## src/core/ssmp_defs.svh

```systemverilog
`ifndef SSMP_DEFS_SVH
`define SSMP_DEFS_SVH

// ----------------------------------------------------------------------
// register byte offsets
// ----------------------------------------------------------------------
`define SSMP_OFF_CTRL_HIGH 8'h00
`define SSMP_OFF_CTRL_LOW 8'h04
`define SSMP_OFF_MODE 8'h08
`define SSMP_OFF_ENABLE 8'h0C
`define SSMP_OFF_STATUS 8'h10
`define SSMP_OFF_CTRL_TWO 8'h14
`define SSMP_OFF_TX_DATA 8'h18
`define SSMP_OFF_RX_DATA 8'h1C

// ----------------------------------------------------------------------
// field positions
// ----------------------------------------------------------------------
`define SSMP_CH_MASTER 7
`define SSMP_CH_BIDIR 6
`define SSMP_CH_LEVEL 4
`define SSMP_CH_GUARD 3
`define SSMP_CH_CSFUNC_HI 1
`define SSMP_CH_CSFUNC_LO 0
`define SSMP_CL_CLRMODE 7
`define SSMP_CL_PROTO 6
`define SSMP_CL_SRST 5
`define SSMP_CL_WLEN_HI 1
`define SSMP_CL_WLEN_LO 0
`define SSMP_MD_MSB 7
`define SSMP_MD_CPOL 6
`define SSMP_MD_CPHA 5
`define SSMP_MD_DIV_HI 2
`define SSMP_MD_DIV_LO 0
`define SSMP_EN_TX 7
`define SSMP_EN_RX 6
`define SSMP_EN_DONE_IE 3
`define SSMP_EN_EMPTY_IE 2
`define SSMP_EN_RX_IE 1
`define SSMP_EN_CONF_IE 0
`define SSMP_ST_OVERRUN 6
`define SSMP_ST_DONE 3
`define SSMP_ST_EMPTY 2
`define SSMP_ST_FULL 1
`define SSMP_ST_CONFLICT 0
`define SSMP_C2_DONE_TIMING 4
`define SSMP_C2_CS_TIMING 3
`define SSMP_C2_DO_TIMING 2

// ----------------------------------------------------------------------
// reset values and encodings
// ----------------------------------------------------------------------
`define SSMP_RST_CTRL_HIGH 8'h00
`define SSMP_RST_CTRL_LOW 8'h00
`define SSMP_RST_MODE 8'h00
`define SSMP_RST_ENABLE 8'h00
`define SSMP_RST_CTRL_TWO 8'h00
`define SSMP_RST_DATA 8'h00
`define SSMP_CSFUNC_AUTO 2'h3
`define SSMP_WORD_BITS 8
`define SSMP_LAST_HALF 4'hF

`endif

```

## src/core/ssmp_pkg.sv

```systemverilog
package ssmp_pkg;

   typedef enum logic [1:0] {
      SSMP_IDLE,
      SSMP_LEAD,
      SSMP_SHIFT,
      SSMP_TRAIL
   } ssmp_state_type;

   typedef struct packed {
      logic sckOut;
      logic sckOe;
      logic csOut;
      logic csOe;
      logic sdoOut;
      logic sdoOe;
   } ssmp_pins_type;

   typedef struct packed {
      logic txDone;
      logic txEmpty;
      logic rxFull;
      logic overrun;
      logic conflict;
   } ssmp_irq_type;

endpackage

```

## src/core/ssmp_sync_serial_master_port.sv

```systemverilog
// Chosen here: the register offsets and register access over APB.
`include "ssmp_defs.svh"

module ssmp_sync_serial_master_port
   import ssmp_pkg::*;
#(
   parameter int ADDR_W = 8
) (
   input wire logic mclk, // system clock
   input wire logic rstn, // async reset, active low
   input wire logic psel, // apb select
   input wire logic penable, // apb enable
   input wire logic pwrite, // apb direction
   input wire logic [ADDR_W-1:0] paddr, // apb byte address
   input wire logic [31:0] pwdata, // apb write data
   output logic [31:0] prdata, // apb read data
   output logic pready, // apb ready
   output logic pslverr, // apb error on unmapped address
   output ssmp_pins_type pins, // serial pin drives and enables
   input wire logic serialDataInPin, // data in pin
   input wire logic serialDataOutPinIn, // data out pin level, used in bidirectional mode
   output ssmp_irq_type irq // gated interrupt requests
);

   // ----------------------------------------------------------------------
   // registers
   // ----------------------------------------------------------------------
   logic masterSelect, bidirSelect, dataOutLevel;
   logic [1:0] chipSelectFunction;
   logic flagClearMode, protocolModeSelect, softReset;
   logic [1:0] wordLengthSelect;
   logic msbFirstSelect, clockIdlePolarity, clockPhaseSelect;
   logic [2:0] clockDividerSelect;
   logic transmitEnable, rxEnable;
   logic txDoneIrqEnable, txEmptyIrqEnable, rxIrqEnable, conflictIrqEnable;
   logic doneFlagTiming, selectAssertTiming, dataOutTiming;
   logic overrunFlag, txDoneFlag, txBufferEmpty, rxBufferFull, conflictFlag;
   logic [7:0] txData, rxData;

   // ----------------------------------------------------------------------
   // engine state
   // ----------------------------------------------------------------------
   ssmp_state_type state;
   logic [7:0] divCnt;
   logic [3:0] halfIdx;
   logic [7:0] txShift, rxShift;
   logic sckLevel, sdoReg, csActive;
   logic halfTick, wordEnd, active, canStart, moreWork, startNext, abort;
   logic changeEdge, sampleEdge, sampleBit;
   logic setDone, setEmpty, setFull, setOverrun, setConflict;
   logic [7:0] divLast, loadWord;

   // ----------------------------------------------------------------------
   // apb slave
   // ----------------------------------------------------------------------
   logic setupPhase, wrAccess, rdAccess, mapped;
   logic [7:0] readMux;

   assign pready = 1'b1;
   assign setupPhase = psel & ~penable;
   assign wrAccess = psel & penable & pwrite;
   assign rdAccess = psel & penable & ~pwrite;

   always_comb begin
      mapped = 1'b1;
      readMux = 8'h00;
      unique case (paddr)
         `SSMP_OFF_CTRL_HIGH: readMux = {masterSelect, bidirSelect, 1'b0, dataOutLevel,
                                         1'b1, 1'b0, chipSelectFunction};
         `SSMP_OFF_CTRL_LOW: readMux = {flagClearMode, protocolModeSelect, softReset,
                                        3'h0, wordLengthSelect};
         `SSMP_OFF_MODE: readMux = {msbFirstSelect, clockIdlePolarity, clockPhaseSelect,
                                    2'h0, clockDividerSelect};
         `SSMP_OFF_ENABLE: readMux = {transmitEnable, rxEnable, 2'h0, txDoneIrqEnable,
                                      txEmptyIrqEnable, rxIrqEnable, conflictIrqEnable};
         `SSMP_OFF_STATUS: readMux = {1'b0, overrunFlag, 2'h0, txDoneFlag, txBufferEmpty,
                                      rxBufferFull, conflictFlag};
         `SSMP_OFF_CTRL_TWO: readMux = {3'h0, doneFlagTiming, selectAssertTiming,
                                        dataOutTiming, 2'h0};
         `SSMP_OFF_TX_DATA: readMux = txData;
         `SSMP_OFF_RX_DATA: readMux = rxData;
         default: mapped = 1'b0;
      endcase
   end

   // read data and error are captured in the setup cycle so both come from flops
   always_ff @(posedge mclk or negedge rstn) begin
      if (!rstn) begin
         prdata <= 32'h00000000;
         pslverr <= 1'b0;
      end else if (setupPhase) begin
         prdata <= {24'h000000, readMux};
         pslverr <= ~mapped;
      end
   end

   function automatic logic hit(input logic [ADDR_W-1:0] off);
      hit = (paddr == off);
   endfunction

   // ----------------------------------------------------------------------
   // configuration registers
   // ----------------------------------------------------------------------
   always_ff @(posedge mclk or negedge rstn) begin
      if (!rstn) begin
         {masterSelect, bidirSelect} <= 2'h0;
         dataOutLevel <= 1'b0;
         chipSelectFunction <= 2'h0;
      end else if (wrAccess && hit(`SSMP_OFF_CTRL_HIGH)) begin
         masterSelect <= pwdata[`SSMP_CH_MASTER];
         bidirSelect <= pwdata[`SSMP_CH_BIDIR];
         if (!pwdata[`SSMP_CH_GUARD]) begin
            dataOutLevel <= pwdata[`SSMP_CH_LEVEL];
         end
         chipSelectFunction <= pwdata[`SSMP_CH_CSFUNC_HI:`SSMP_CH_CSFUNC_LO];
      end
   end

   always_ff @(posedge mclk or negedge rstn) begin
      if (!rstn) begin
         {flagClearMode, protocolModeSelect, softReset} <= 3'h0;
         wordLengthSelect <= 2'h0;
         {msbFirstSelect, clockIdlePolarity, clockPhaseSelect} <= 3'h0;
         clockDividerSelect <= 3'h0;
         {transmitEnable, rxEnable} <= 2'h0;
         {txDoneIrqEnable, txEmptyIrqEnable, rxIrqEnable, conflictIrqEnable} <= 4'h0;
         {doneFlagTiming, selectAssertTiming, dataOutTiming} <= 3'h0;
      end else if (wrAccess) begin
         if (hit(`SSMP_OFF_CTRL_LOW)) begin
            flagClearMode <= pwdata[`SSMP_CL_CLRMODE];
            protocolModeSelect <= pwdata[`SSMP_CL_PROTO];
            softReset <= pwdata[`SSMP_CL_SRST];
            wordLengthSelect <= pwdata[`SSMP_CL_WLEN_HI:`SSMP_CL_WLEN_LO];
         end
         if (hit(`SSMP_OFF_MODE)) begin
            msbFirstSelect <= pwdata[`SSMP_MD_MSB];
            clockIdlePolarity <= pwdata[`SSMP_MD_CPOL];
            clockPhaseSelect <= pwdata[`SSMP_MD_CPHA];
            clockDividerSelect <= pwdata[`SSMP_MD_DIV_HI:`SSMP_MD_DIV_LO];
         end
         if (hit(`SSMP_OFF_ENABLE)) begin
            transmitEnable <= pwdata[`SSMP_EN_TX];
            rxEnable <= pwdata[`SSMP_EN_RX];
            txDoneIrqEnable <= pwdata[`SSMP_EN_DONE_IE];
            txEmptyIrqEnable <= pwdata[`SSMP_EN_EMPTY_IE];
            rxIrqEnable <= pwdata[`SSMP_EN_RX_IE];
            conflictIrqEnable <= pwdata[`SSMP_EN_CONF_IE];
         end
         if (hit(`SSMP_OFF_CTRL_TWO)) begin
            doneFlagTiming <= pwdata[`SSMP_C2_DONE_TIMING];
            selectAssertTiming <= pwdata[`SSMP_C2_CS_TIMING];
            dataOutTiming <= pwdata[`SSMP_C2_DO_TIMING];
         end
      end
   end

   // only the 8-bit word length exists; the word length field is stored and
   // read back but never selects the unused data registers
   always_ff @(posedge mclk or negedge rstn) begin
      if (!rstn) begin
         txData <= `SSMP_RST_DATA;
      end else if (wrAccess && hit(`SSMP_OFF_TX_DATA)) begin
         txData <= pwdata[7:0];
      end
   end

   // ----------------------------------------------------------------------
   // status flags: a hardware set beats a software clear in the same cycle
   // ----------------------------------------------------------------------
   logic wrStatus, wrTx, rdRx, accessClear;
   assign wrStatus = wrAccess && hit(`SSMP_OFF_STATUS);
   assign wrTx = wrAccess && hit(`SSMP_OFF_TX_DATA);
   assign rdRx = rdAccess && hit(`SSMP_OFF_RX_DATA);
   assign accessClear = ~flagClearMode;

   always_ff @(posedge mclk or negedge rstn) begin
      if (!rstn) begin
         {overrunFlag, txDoneFlag, rxBufferFull, conflictFlag} <= 4'h0;
         txBufferEmpty <= 1'b1;
      end else if (softReset) begin
         {overrunFlag, txDoneFlag, rxBufferFull, conflictFlag} <= 4'h0;
         txBufferEmpty <= 1'b1;
      end else begin
         if (setEmpty) begin
            txBufferEmpty <= 1'b1;
         end else if (wrTx) begin
            txBufferEmpty <= 1'b0;
         end
         if (setDone) begin
            txDoneFlag <= 1'b1;
         end else if ((wrTx && accessClear) || (wrStatus && !pwdata[`SSMP_ST_DONE])) begin
            txDoneFlag <= 1'b0;
         end
         if (setFull) begin
            rxBufferFull <= 1'b1;
         end else if ((rdRx && accessClear) || (wrStatus && !pwdata[`SSMP_ST_FULL])) begin
            rxBufferFull <= 1'b0;
         end
         if (setOverrun) begin
            overrunFlag <= 1'b1;
         end else if (wrStatus && !pwdata[`SSMP_ST_OVERRUN]) begin
            overrunFlag <= 1'b0;
         end
         if (setConflict) begin
            conflictFlag <= 1'b1;
         end else if (wrStatus && !pwdata[`SSMP_ST_CONFLICT]) begin
            conflictFlag <= 1'b0;
         end
      end
   end

   always_comb begin
      irq.txDone = txDoneFlag & txDoneIrqEnable;
      irq.txEmpty = txBufferEmpty & txEmptyIrqEnable;
      irq.rxFull = rxBufferFull & rxIrqEnable;
      irq.overrun = overrunFlag & rxIrqEnable;
      irq.conflict = conflictFlag & conflictIrqEnable;
   end

   // ----------------------------------------------------------------------
   // transfer engine
   // ----------------------------------------------------------------------
   // half period is 2**divider cycles, so divider 011 gives a clock of mclk/16
   assign divLast = 8'((8'h01 << clockDividerSelect) - 8'h01);
   assign halfTick = (divCnt == divLast);
   assign active = (state != SSMP_IDLE);
   assign wordEnd = (state == SSMP_SHIFT) && halfTick && (halfIdx == `SSMP_LAST_HALF);
   // receive-only transfers clock out the idle level while rx data is free
   assign canStart = masterSelect && ((transmitEnable && !txBufferEmpty) ||
                     (!transmitEnable && rxEnable && !rxBufferFull));
   assign moreWork = canStart;
   assign startNext = wordEnd && moreWork;
   assign abort = active && !(masterSelect && (transmitEnable || rxEnable));
   // odd edges (even half index) are first edges of a clock cycle
   assign changeEdge = (state == SSMP_SHIFT) && halfTick &&
                       (halfIdx[0] == clockPhaseSelect);
   assign sampleEdge = (state == SSMP_SHIFT) && halfTick &&
                       (halfIdx[0] != clockPhaseSelect);
   assign sampleBit = bidirSelect ? serialDataOutPinIn : serialDataInPin;
   assign loadWord = transmitEnable ? txData : {8{dataOutLevel}};
   assign setEmpty = transmitEnable && ((state == SSMP_IDLE && canStart) || startNext);
   assign setFull = wordEnd && rxEnable && !rxBufferFull;
   assign setOverrun = wordEnd && rxEnable && rxBufferFull;
   assign setConflict = abort;
   // with done timing clear the flag rises as the last bit starts, else after it
   assign setDone = transmitEnable && txBufferEmpty && !moreWork && (doneFlagTiming ?
                    wordEnd : ((state == SSMP_SHIFT) && halfTick &&
                    (halfIdx == 4'hD)));

   always_ff @(posedge mclk or negedge rstn) begin
      if (!rstn) begin
         state <= SSMP_IDLE;
         divCnt <= 8'h00;
         halfIdx <= 4'h0;
      end else if (softReset || abort) begin
         state <= SSMP_IDLE;
         divCnt <= 8'h00;
         halfIdx <= 4'h0;
      end else begin
         divCnt <= (halfTick || state == SSMP_IDLE) ? 8'h00 : 8'(divCnt + 8'h01);
         unique case (state)
            SSMP_IDLE: begin
               if (canStart) begin
                  state <= SSMP_LEAD;
                  // cs timing set: a full clock cycle of lead instead of a half
                  halfIdx <= selectAssertTiming ? 4'hE : 4'hF;
               end
            end
            SSMP_LEAD: begin
               if (halfTick) begin
                  halfIdx <= 4'(halfIdx + 4'h1);
                  if (halfIdx == `SSMP_LAST_HALF) begin
                     state <= SSMP_SHIFT;
                  end
               end
            end
            SSMP_SHIFT: begin
               if (halfTick) begin
                  halfIdx <= 4'(halfIdx + 4'h1);
                  if (wordEnd && !moreWork) begin
                     state <= SSMP_TRAIL;
                  end
               end
            end
            SSMP_TRAIL: begin
               if (halfTick) begin
                  state <= SSMP_IDLE;
               end
            end
         endcase
      end
   end

   function automatic logic [7:0] shiftOn(input logic [7:0] w, input logic b);
      shiftOn = msbFirstSelect ? {w[6:0], b} : {b, w[7:1]};
   endfunction

   function automatic logic headBit(input logic [7:0] w);
      headBit = msbFirstSelect ? w[7] : w[0];
   endfunction

   always_ff @(posedge mclk or negedge rstn) begin
      if (!rstn) begin
         txShift <= 8'h00;
         sdoReg <= 1'b0;
      end else if (softReset || state == SSMP_IDLE && !canStart) begin
         sdoReg <= dataOutLevel;
      end else if ((state == SSMP_IDLE && canStart) || startNext) begin
         // phase 1 needs the first bit on the pin before the first edge
         txShift <= clockPhaseSelect ? shiftOn(loadWord, 1'b0) : loadWord;
         if (clockPhaseSelect) begin
            sdoReg <= headBit(loadWord);
         end
      end else if (changeEdge && !(clockPhaseSelect && halfIdx == `SSMP_LAST_HALF)) begin
         sdoReg <= headBit(txShift);
         txShift <= shiftOn(txShift, 1'b0);
      end
   end

   always_ff @(posedge mclk or negedge rstn) begin
      if (!rstn) begin
         rxShift <= 8'h00;
      end else if (sampleEdge) begin
         rxShift <= shiftOn(rxShift, sampleBit);
      end
   end

   always_ff @(posedge mclk or negedge rstn) begin
      if (!rstn) begin
         rxData <= `SSMP_RST_DATA;
      end else if (setFull) begin
         rxData <= shiftOn(rxShift, sampleBit);
      end
   end

   // ----------------------------------------------------------------------
   // pin drivers
   // ----------------------------------------------------------------------
   always_ff @(posedge mclk or negedge rstn) begin
      if (!rstn) begin
         sckLevel <= 1'b1;
         csActive <= 1'b0;
      end else begin
         if (state == SSMP_SHIFT && halfTick) begin
            sckLevel <= ~sckLevel;
         end else if (state != SSMP_SHIFT) begin
            sckLevel <= ~clockIdlePolarity;
         end
         csActive <= (state == SSMP_IDLE) ? (canStart && !softReset && !abort) :
                     !(state == SSMP_TRAIL && halfTick);
      end
   end

   always_comb begin
      pins.sckOut = sckLevel;
      pins.sckOe = masterSelect;
      pins.csOut = ~csActive;
      pins.csOe = masterSelect && (chipSelectFunction == `SSMP_CSFUNC_AUTO);
      pins.sdoOut = sdoReg;
      // data timing set: drive the pin whenever transmit is enabled, else only
      // while a word is on the link; bidirectional mode does not release it
      pins.sdoOe = transmitEnable && (dataOutTiming || active);
   end

endmodule

```

## config.mk

```make
export PLATFORM = sky130hd
export DESIGN_NAME = ssmp_sync_serial_master_port
export DESIGN_NICKNAME = d
export VERILOG_FILES = /design/src/core/ssmp_pkg.sv /design/src/core/ssmp_sync_serial_master_port.sv
export VERILOG_INCLUDE_DIRS = /design/src /design/src/core
export SDC_FILE = /design/constraint.sdc
export NUM_CORES = 1
export LEC_CHECK = 0
export ABC_AREA = 0
export BUFFER_PORTS_ARGS = -buffer_cell sky130_fd_sc_hd__buf_2
export CORE_UTILIZATION = 47
export CTS_CLUSTER_DIAMETER = 50
export CTS_CLUSTER_SIZE = 40
export DETAILED_ROUTE_END_ITERATION = 10
export PLACE_DENSITY = 0.81
export REMOVE_ABC_BUFFERS = 1
export SETUP_SLACK_MARGIN = 0.2
export SYNTH_ARGS = -nofsm -noshare
export SYNTH_HDL_FRONTEND = slang
export SYNTH_SLANG_ARGS = --single-unit
```

## constraint.sdc

```tcl
create_clock -name mclk -period 2.4 [get_ports mclk]
set_input_delay 0 -clock mclk [delete_from_list [all_inputs] [get_ports mclk]]
set_output_delay 0 -clock mclk [all_outputs]
set_load 0.01 [all_outputs]
```

==> impl_metrics.ini, run 1 <==
[critical_path]
regToRegStartpoint = clockDividerSelect[0]
critical_path_class = reg2reg
timing.rr.end = txShift[5]
r2r_slack_ps = 90
worstPathArrival_ps = 2580
crit_required_ps = 2670
r2r_cells = 9
end_kind = register
crit_start = clockDividerSelect[0]
worstSetupStartpointType = register
cp_max_fo = 6

[drt]
vias = 4418
ant_nets = 0
first_iter_violations = 319
drcViolationCount = 0
drtPass1Iterations = 5
via_per_inst = 5.87
wl_per_cell_um = 18.0
totalWireLength_um = 13500

[synthesis]
syn-cell-area_um2 = 5260
ys_seq_area_frac = 0.419
synth_area_leaders = dfrtp_1 (41%), mux2_2 (9.4%), mux2i_1 (6.7%)
yosysTopAreaCell = dfrtp_1
synth_enable_flop_cells = 0
ys_ff_latch = 88
syn_area_per_cell_um2 = 9.78
ys_types = 61
yosysMostFrequentCell = dfrtp_1
synth_top_area_frac = 0.409
ys_dominant_reg_cell = dfrtp_1
synth_cells = 538
synthTopCellsByCount = dfrtp_1 (86), mux2_2 (44), a21oi_1 (39), nand2_1 (36), mux2i_1 (35)
synth-warning-count = 0
async_flop_share = 1.00

[final_layout]
nNetsFinal = 663
areaGrowthSynthToFinish_pct = 16.3
final_util = 0.562
antenna_cells = 0
fill_cells = 926
layout-drive-gt1-share = 0.274
fin_cells = 753

[sta]
worst_slew_pin_slew_ps = 662
skew_ps = 16.2
drv_slew = 0
rsz0062_at_grt = yes
finalHoldViolCount = 0
slew-limit-headroom = 0.558
clock.fmax_mhz = 432
period_share = 0.964
min_period_ps = 2310
setup_viol = 0

[pwr]
leakage_nw = 2.80
vdd_drop_max_mv = 0.408
power_density_nw_per_um2 = 658
post-layout-total-power_w = 0.00403

[global_route]
grt_use_total = 0.248
grt_pass1_wl_um = 21800
antenna_found_initial = 0
grt_start_max_net_pins = 51
grt_remaining_overflow = 0
grt_pass1_vias = 4412

[floorplan]
dieWidth_um = 108
fp.dieH_um = 108
core_um2 = 10900
ios = 92
die_area_um2 = 11600
start_util = 0.483
rows = 38

[clocking]
cts_buffer_depth = 2
cts_made_buffers = 9
cts_num_sinks = 88
clock-root-buffer = clkbuf_8
worstSkewPairLatency_ps = 380
cts_tree = done
clk_pin_slew_worst_paths_ps = 90
cts_max_level = 3

[job]
cap_violations = 0

[status]
status = finished, final reports clean

[hold_path]
worstHoldPathCells = 3
hold_end = pslverr
min_from = psel
hold_path_class = in2reg

[placement]
io_buffers = 42
post-dp-hpwl_um = 9710
place_inst = 720
routabilityCongestion = 0.933
## worst max-delay path: stages (launching register included)
cell       delay (ps)
dfrtp_1           430
inv_2              40
maj3_2            320
a2111oi_4         380
buf_4             200
buf_6              90
nand4_1           110
a21oi_2           160
buf_6             150
mux2_2            330
## placed cells by master (no fill, tap or decap), types with 8 or more instances in the layout
cell	synthesis	routed
nand2_1	36	36
clkbuf_8	0	9
dfrtp_1	86	86
dlygate4sd3_1	0	10
mux2i_1	35	35
mux2_2	44	42
ha_1	8	8
nor3_1	15	13
nand3_1	20	20
buf_2	3	41
o21ai_0	32	32
and2_1	9	10
a21oi_1	39	37
conb_1	2	25
nor2_1	32	30
buf_4	30	33
inv_1	14	14
## layer usage
| metal | vias up | part of all wire | global-route usage |
|---|---|---|---|
| met2 | 194 | 0.51 | 0.418 |
| met3 | 35 | 0.055 | 0.0521 |
| met4 | 0 | 0.029 | 0.109 |
| met1 | 2179 | 0.41 | 0.305 |
| met5 | - | 0 | 0 |
| li1 | 2010 | - | - |
## logic make-up (layout without fill, tap and decap cells)
| group | after synthesis | after routing | share of synthesized area |
|---|---|---|---|
| DFF | 88 | 88 | 0.419 |
| muxes | 80 | 80 | 0.164 |
| buffers and inverters | 71 | 123 | 0.0742 |
| and+or+nand+nor | 152 | 152 | 0.147 |
| other | 2 | 25 | 0.00143 |
| AOI/OAI and AO/OA | 127 | 127 | 0.159 |
| adders and majority gates | 9 | 9 | 0.0212 |
| xor gates and xnor gates | 9 | 9 | 0.0150 |
## per-stage QoR
stage                     setup TNS (ps)  worst slack, ps  area, um^2  hold slack [ps]
after floorplan                    -2.19            -2.19        5010             -296
after global placement                 0              158        5660             59.0
after detailed placement               0             66.0        5660             70.4
after CTS                              0              185        6020             68.4
after global routing               -14.2            -6.74        6120             69.8
final                                  0             85.9        6120             81.4
## report_power, final
part	internal [W]	switching, W
clock network	0.000483	0.000556
logic	0.000492	0.000659
registers	0.00167	0.000170
## final cells by class
cell class	instances	area, um^2	area share
Clock inverter	5	57.6	0.00941
Sequential cell	88	2200	0.360
Clock buffer	11	131	0.0215
Timing Repair Buffer	92	652	0.107
Multi-Input combinational cell	402	2840	0.464
Tap cell	140	175	0.0286
Inverter	15	56.3	0.00920
## worst max path at each step
stage	endpoint	slack [ps]	depth (start not counted)
3_5_place_dp	txShift[3]	70	7
3_3_place_gp	txShift[5]	160	7
2_1_floorplan	rxData[0]	-2	6
6_report	txShift[5]	90	9
4_1_cts	txShift[5]	180	9
5_1_grt	txShift[5]	-7	9
## sequential cells by signal (all words and copies together) (netlist names), 2 cells and up
register,flops
prdata,8
halfIdx,4
wordLengthSelect,2
state,2
clockDividerSelect,3
rxData,8
divCnt,8
txData,8
rxShift,8
txShift,8
chipSelectFunction,2
## timing repair
item | 4_1_cts | 5_1_grt
endpoints found under the hold margin | 84 | 0
buffers inserted | 7 | 0
pin swaps | 5 | 12
setup endpoints to repair | 12 | 34
hold buffers | 10 | 0
gates resized for setup | 4 | 23
No activity file was read; power rests on OpenSTA's default activity.
==> inputs of run 2 (changes only) <==
--- a/config.mk
+++ b/config.mk
@@ -9,6 +9,7 @@
 export ABC_AREA = 0
 export BUFFER_PORTS_ARGS = -buffer_cell sky130_fd_sc_hd__buf_2
 export CORE_UTILIZATION = 47
+export CTS_BUF_LIST = sky130_fd_sc_hd__clkbuf_16
 export CTS_CLUSTER_DIAMETER = 50
 export CTS_CLUSTER_SIZE = 40
 export DETAILED_ROUTE_END_ITERATION = 10
==> impl_metrics.ini, run 2 (same netlist as run 1, synthesis figures left out) <==
[status]
status = finished, final reports clean

[clocking]
clk_pin_slew_worst_paths_ps = 70
cts_max_level = 3
cts_made_buffers = 9
cts_buffer_depth = 2
cts_num_sinks = 88
cts_tree = done
clock-root-buffer = clkbuf_16
worstSkewPairLatency_ps = 350

[sta]
min_period_ps = 2330
finalHoldViolCount = 0
clock.fmax_mhz = 429
hold_slack_ps = 20.4
worst_slew_pin_slew_ps = 663
skew_ps = 8.19
drv_slew = 0
setup_viol = 0
rsz0062_at_grt = yes
slew-limit-headroom = 0.558
period_share = 0.971

[drt]
drcViolationCount = 0
wl_per_cell_um = 18.1
totalWireLength_um = 13600
via_per_inst = 5.87
first_iter_violations = 336
vias = 4411
ant_nets = 0
drtPass1Iterations = 6

[hold_path]
hold_path_class = in2reg
worstHoldPathCells = 2
min_from = pwdata[6]
hold_end = protocolModeSelect

[floorplan]
dieWidth_um = 108
core_um2 = 10900
fp.dieH_um = 108
die_area_um2 = 11600
start_util = 0.483
ios = 92
rows = 38

[critical_path]
r2r_cells = 9
worstPathArrival_ps = 2560
r2r_slack_ps = 70
crit_start = clockDividerSelect[0]
critical_path_class = reg2reg
timing.rr.end = txShift[5]
end_kind = register
worstSetupStartpointType = register
crit_required_ps = 2630
cp_max_fo = 6
regToRegStartpoint = clockDividerSelect[0]

[final_layout]
areaGrowthSynthToFinish_pct = 17.8
antenna_cells = 0
layout_commonest_cell = dfrtp_1
fill_cells = 922
layout_common_cells = dfrtp_1 (86), buf_2 (41), mux2_2 (40), a21oi_1 (37), nand2_1 (36)
final_util = 0.569
layout-drive-gt1-share = 0.272
nNetsFinal = 661

[placement]
post-dp-hpwl_um = 9710
io_buffers = 42
routabilityCongestion = 0.933

[pwr]
leakage_nw = 2.85
power_density_nw_per_um2 = 709
vdd_drop_max_mv = 0.486

[global_route]
grt_remaining_overflow = 0
grt_pass1_wl_um = 21800
grt_pass1_vias = 4364
grt_start_max_net_pins = 51
grt_use_total = 0.248
antenna_found_initial = 0

[job]
cap_violations = 0
## run 2: routing by layer
| metal | track usage | part of all wire | vias to the layer above |
|---|---|---|---|
| met4 | 0.0802 | 0.016 | 0 |
| met5 | 0 | 0 | - |
| met3 | 0.0569 | 0.062 | 21 |
| li1 | - | - | 2006 |
| met2 | 0.423 | 0.52 | 198 |
| met1 | 0.309 | 0.41 | 2186 |
## run 2: how the worst max path moves through the flow
stage | to | slack, ps | cells after the start
after CTS | txShift[5] | 190 | 9
after global routing | txShift[2] | -9 | 9
final | txShift[5] | 70 | 9
after global placement | txShift[5] | 160 | 7
after floorplan | rxData[0] | -2 | 6
after detailed placement | txShift[3] | 70 | 7
## run 2: worst max-delay path, cell delays in order, from the launching register on
cell and delay, ps:
dfrtp_1 420, inv_2 40, maj3_2 320, a2111oi_4 380, buf_4 210, buf_6 100, nand4_1 110, a21oi_2 180
buf_6 160, mux2_4 300
## run 2: power by group
group	internal [W]	total [W]	switching [W]
Combinational	0.000500	0.00116	0.000657
Clock	0.000799	0.00140	0.000598
Sequential	0.00167	0.00184	0.000172
Total	0.00297	0.00439	0.00143
## run 2: repair_timing
item	4_1_cts	5_1_grt
resized for setup	4	23
endpoints found under the hold margin	73	0
cloned	0	0
setup endpoints to repair	12	33
pin swaps	5	9
setup buffers	7	0
hold buffers	8	0
## run 2: area by class of cell
type                            instances  area, um^2  area share
Clock buffer                            9         225      0.0363
Clock inverter                          7        65.1      0.0105
Inverter                               15        56.3     0.00909
Multi-Input combinational cell        402        2840       0.458
Sequential cell                        88        2200       0.356
Tap cell                              140         175      0.0283
Timing Repair Buffer                   90         632       0.102
## run 2: stage by stage
stage	cell area (um^2)	std cells	total power [W]	worst slack, ps	setup TNS (ps)
floorplan	5010	505	0.00253	-2.19	-2.19
global placement	5660	720	0.00285	158	0
detailed placement	5660	720	0.00291	66.0	0
CTS	6100	751	0.00435	185	0
global route	6200	751	0.00463	-8.91	-28.4
finish	6200	751	0.00439	68.9	0
==> inputs of run 3 (changes only) <==
--- a/config.mk
+++ b/config.mk
@@ -7,7 +7,7 @@
 export NUM_CORES = 1
 export LEC_CHECK = 0
 export ABC_AREA = 0
-export BUFFER_PORTS_ARGS = -buffer_cell sky130_fd_sc_hd__buf_2
+export BUFFER_PORTS_ARGS = -buffer_cell sky130_fd_sc_hd__buf_4
 export CORE_UTILIZATION = 47
 export CTS_BUF_LIST = sky130_fd_sc_hd__clkbuf_16
 export CTS_CLUSTER_DIAMETER = 50
@@ -15,7 +15,7 @@
 export DETAILED_ROUTE_END_ITERATION = 10
 export PLACE_DENSITY = 0.81
 export REMOVE_ABC_BUFFERS = 1
-export SETUP_SLACK_MARGIN = 0.2
+export SKIP_LAST_GASP = 1
 export SYNTH_ARGS = -nofsm -noshare
 export SYNTH_HDL_FRONTEND = slang
 export SYNTH_SLANG_ARGS = --single-unit
==> impl_metrics.ini, run 3 (same netlist as run 1, synthesis figures left out) <==
[critical_path]
worstPathArrival_ps = 2490
worstSetupStartpointType = register
cp_max_fo = 4
crit_required_ps = 2640
end_kind = register
critical_path_class = reg2reg

[clocking]
cts_max_level = 3
cts_made_buffers = 9
clk_pin_slew_worst_paths_ps = 70
cts_buffer_depth = 2
clock-root-buffer = clkbuf_16
cts_tree = done
worstSkewPairLatency_ps = 350
cts_num_sinks = 88
post_cts_buffers = 0

[sta]
worst_slew_pin_slew_ps = 738
fin_setup_tns_ps = 0
skew_ps = 7.92
setup_viol = 0
finalHoldViolCount = 0
rsz0062_at_grt = no
drv_slew = 0
period_share = 0.937
slew-limit-headroom = 0.508
hold_slack_ps = 96.9
clock.fmax_mhz = 445
min_period_ps = 2250

[final_layout]
layout_commonest_cell = dfrtp_1
final_util = 0.564
areaGrowthSynthToFinish_pct = 16.7
fill_cells = 948
multi_input_area_um2 = 2750
nNetsFinal = 656
antenna_cells = 0
layout-drive-gt1-share = 0.244
layout_common_cells = dfrtp_1 (86), buf_4 (74), mux2_2 (44), a21oi_1 (39), nand2_1 (36)
ff_latch_area_um2 = 2200

[placement]
routabilityCongestion = 0.933
post-dp-hpwl_um = 9660
io_buffers = 42

[global_route]
antenna_found_initial = 0
grt_remaining_overflow = 0
grt_use_total = 0.243
grt_start_max_net_pins = 57
grt_pass1_vias = 4249
grt_pass1_wl_um = 21500

[pwr]
post-layout-total-power_w = 0.00425
vdd_drop_max_mv = 0.339
power_density_nw_per_um2 = 692
leakage_nw = 2.80

[floorplan]
dieWidth_um = 108
fp.dieH_um = 108
die_area_um2 = 11600
core_um2 = 10900
ios = 92
start_util = 0.483
rows = 38

[hold_path]
hold_path_class = in2reg

[drt]
drcViolationCount = 0
ant_nets = 0
totalWireLength_um = 12900
wl_per_cell_um = 17.3
vias = 4299
via_per_inst = 5.76
drtPass1Iterations = 4
first_iter_violations = 234

[job]
cap_violations = 0

[status]
status = finished, final reports clean
run 3: cell type report:
| class | count | share of cell area |
|---|---|---|
| Clock buffer | 9 | 0.0367 |
| Clock inverter | 7 | 0.00775 |
| Inverter | 15 | 0.00917 |
| Multi-Input combinational cell | 402 | 0.449 |
| Sequential cell | 88 | 0.359 |
| Tap cell | 140 | 0.0285 |
| Timing Repair Buffer | 85 | 0.110 |
run 3: through the flow:
stage	instance area [um^2]	setup WS [ps]	std cells
3_3_place_gp	5760	157	720
5_1_grt	6140	25.7	746
6_report	6140	151	746
4_1_cts	6140	99.6	746
2_1_floorplan	5010	-2.19	505
3_5_place_dp	5760	103	720
run 3: metal layers:
layer  routed length [um]  GRT usage  vias to the layer above
met2                 6450      0.404                      135
met3                  599     0.0393                       21
met4                  303     0.0998                        0
met1                 5560      0.312                     2141
met5                    0          0                        -
li1                     -          -                     2002
run 3: worst paths after layout:
| kind | start | end | slack, ps | depth (start not counted) |
|---|---|---|---|---|
| min reg2reg | prdata[4] | prdata[4] | 490 | 2 |
| max reg2reg | clockDividerSelect[0] | txShift[7] | 150 | 7 |
| max | clockDividerSelect[0] | txShift[7] | 150 | 7 |
| min | psel | pslverr | 100 | 3 |
| min in group asynchronous | rstn | txShift[5] | 250 | 2 |
| max in group asynchronous | rstn | txBufferEmpty | 1450 | 3 |
run 3: worst max-delay path, stage by stage (launching register included):
cell	delay, ps
dfrtp_1	400
inv_2	50
maj3_2	320
a2111oi_4	440
nand3_2	250
a2111oi_4	360
a22oi_1	130
o22a_1	200
run 3: where the power goes:
group          internal, W  switching (W)
combinational     0.000487       0.000624
sequential         0.00167       0.000168
clock             0.000701       0.000600
run 3: repair_timing:
action,in CTS,in global routing
endpoints found under the hold margin,88,0
resized for setup,0,1
hold buffers,10,0
endpoints found under the setup margin,0,9
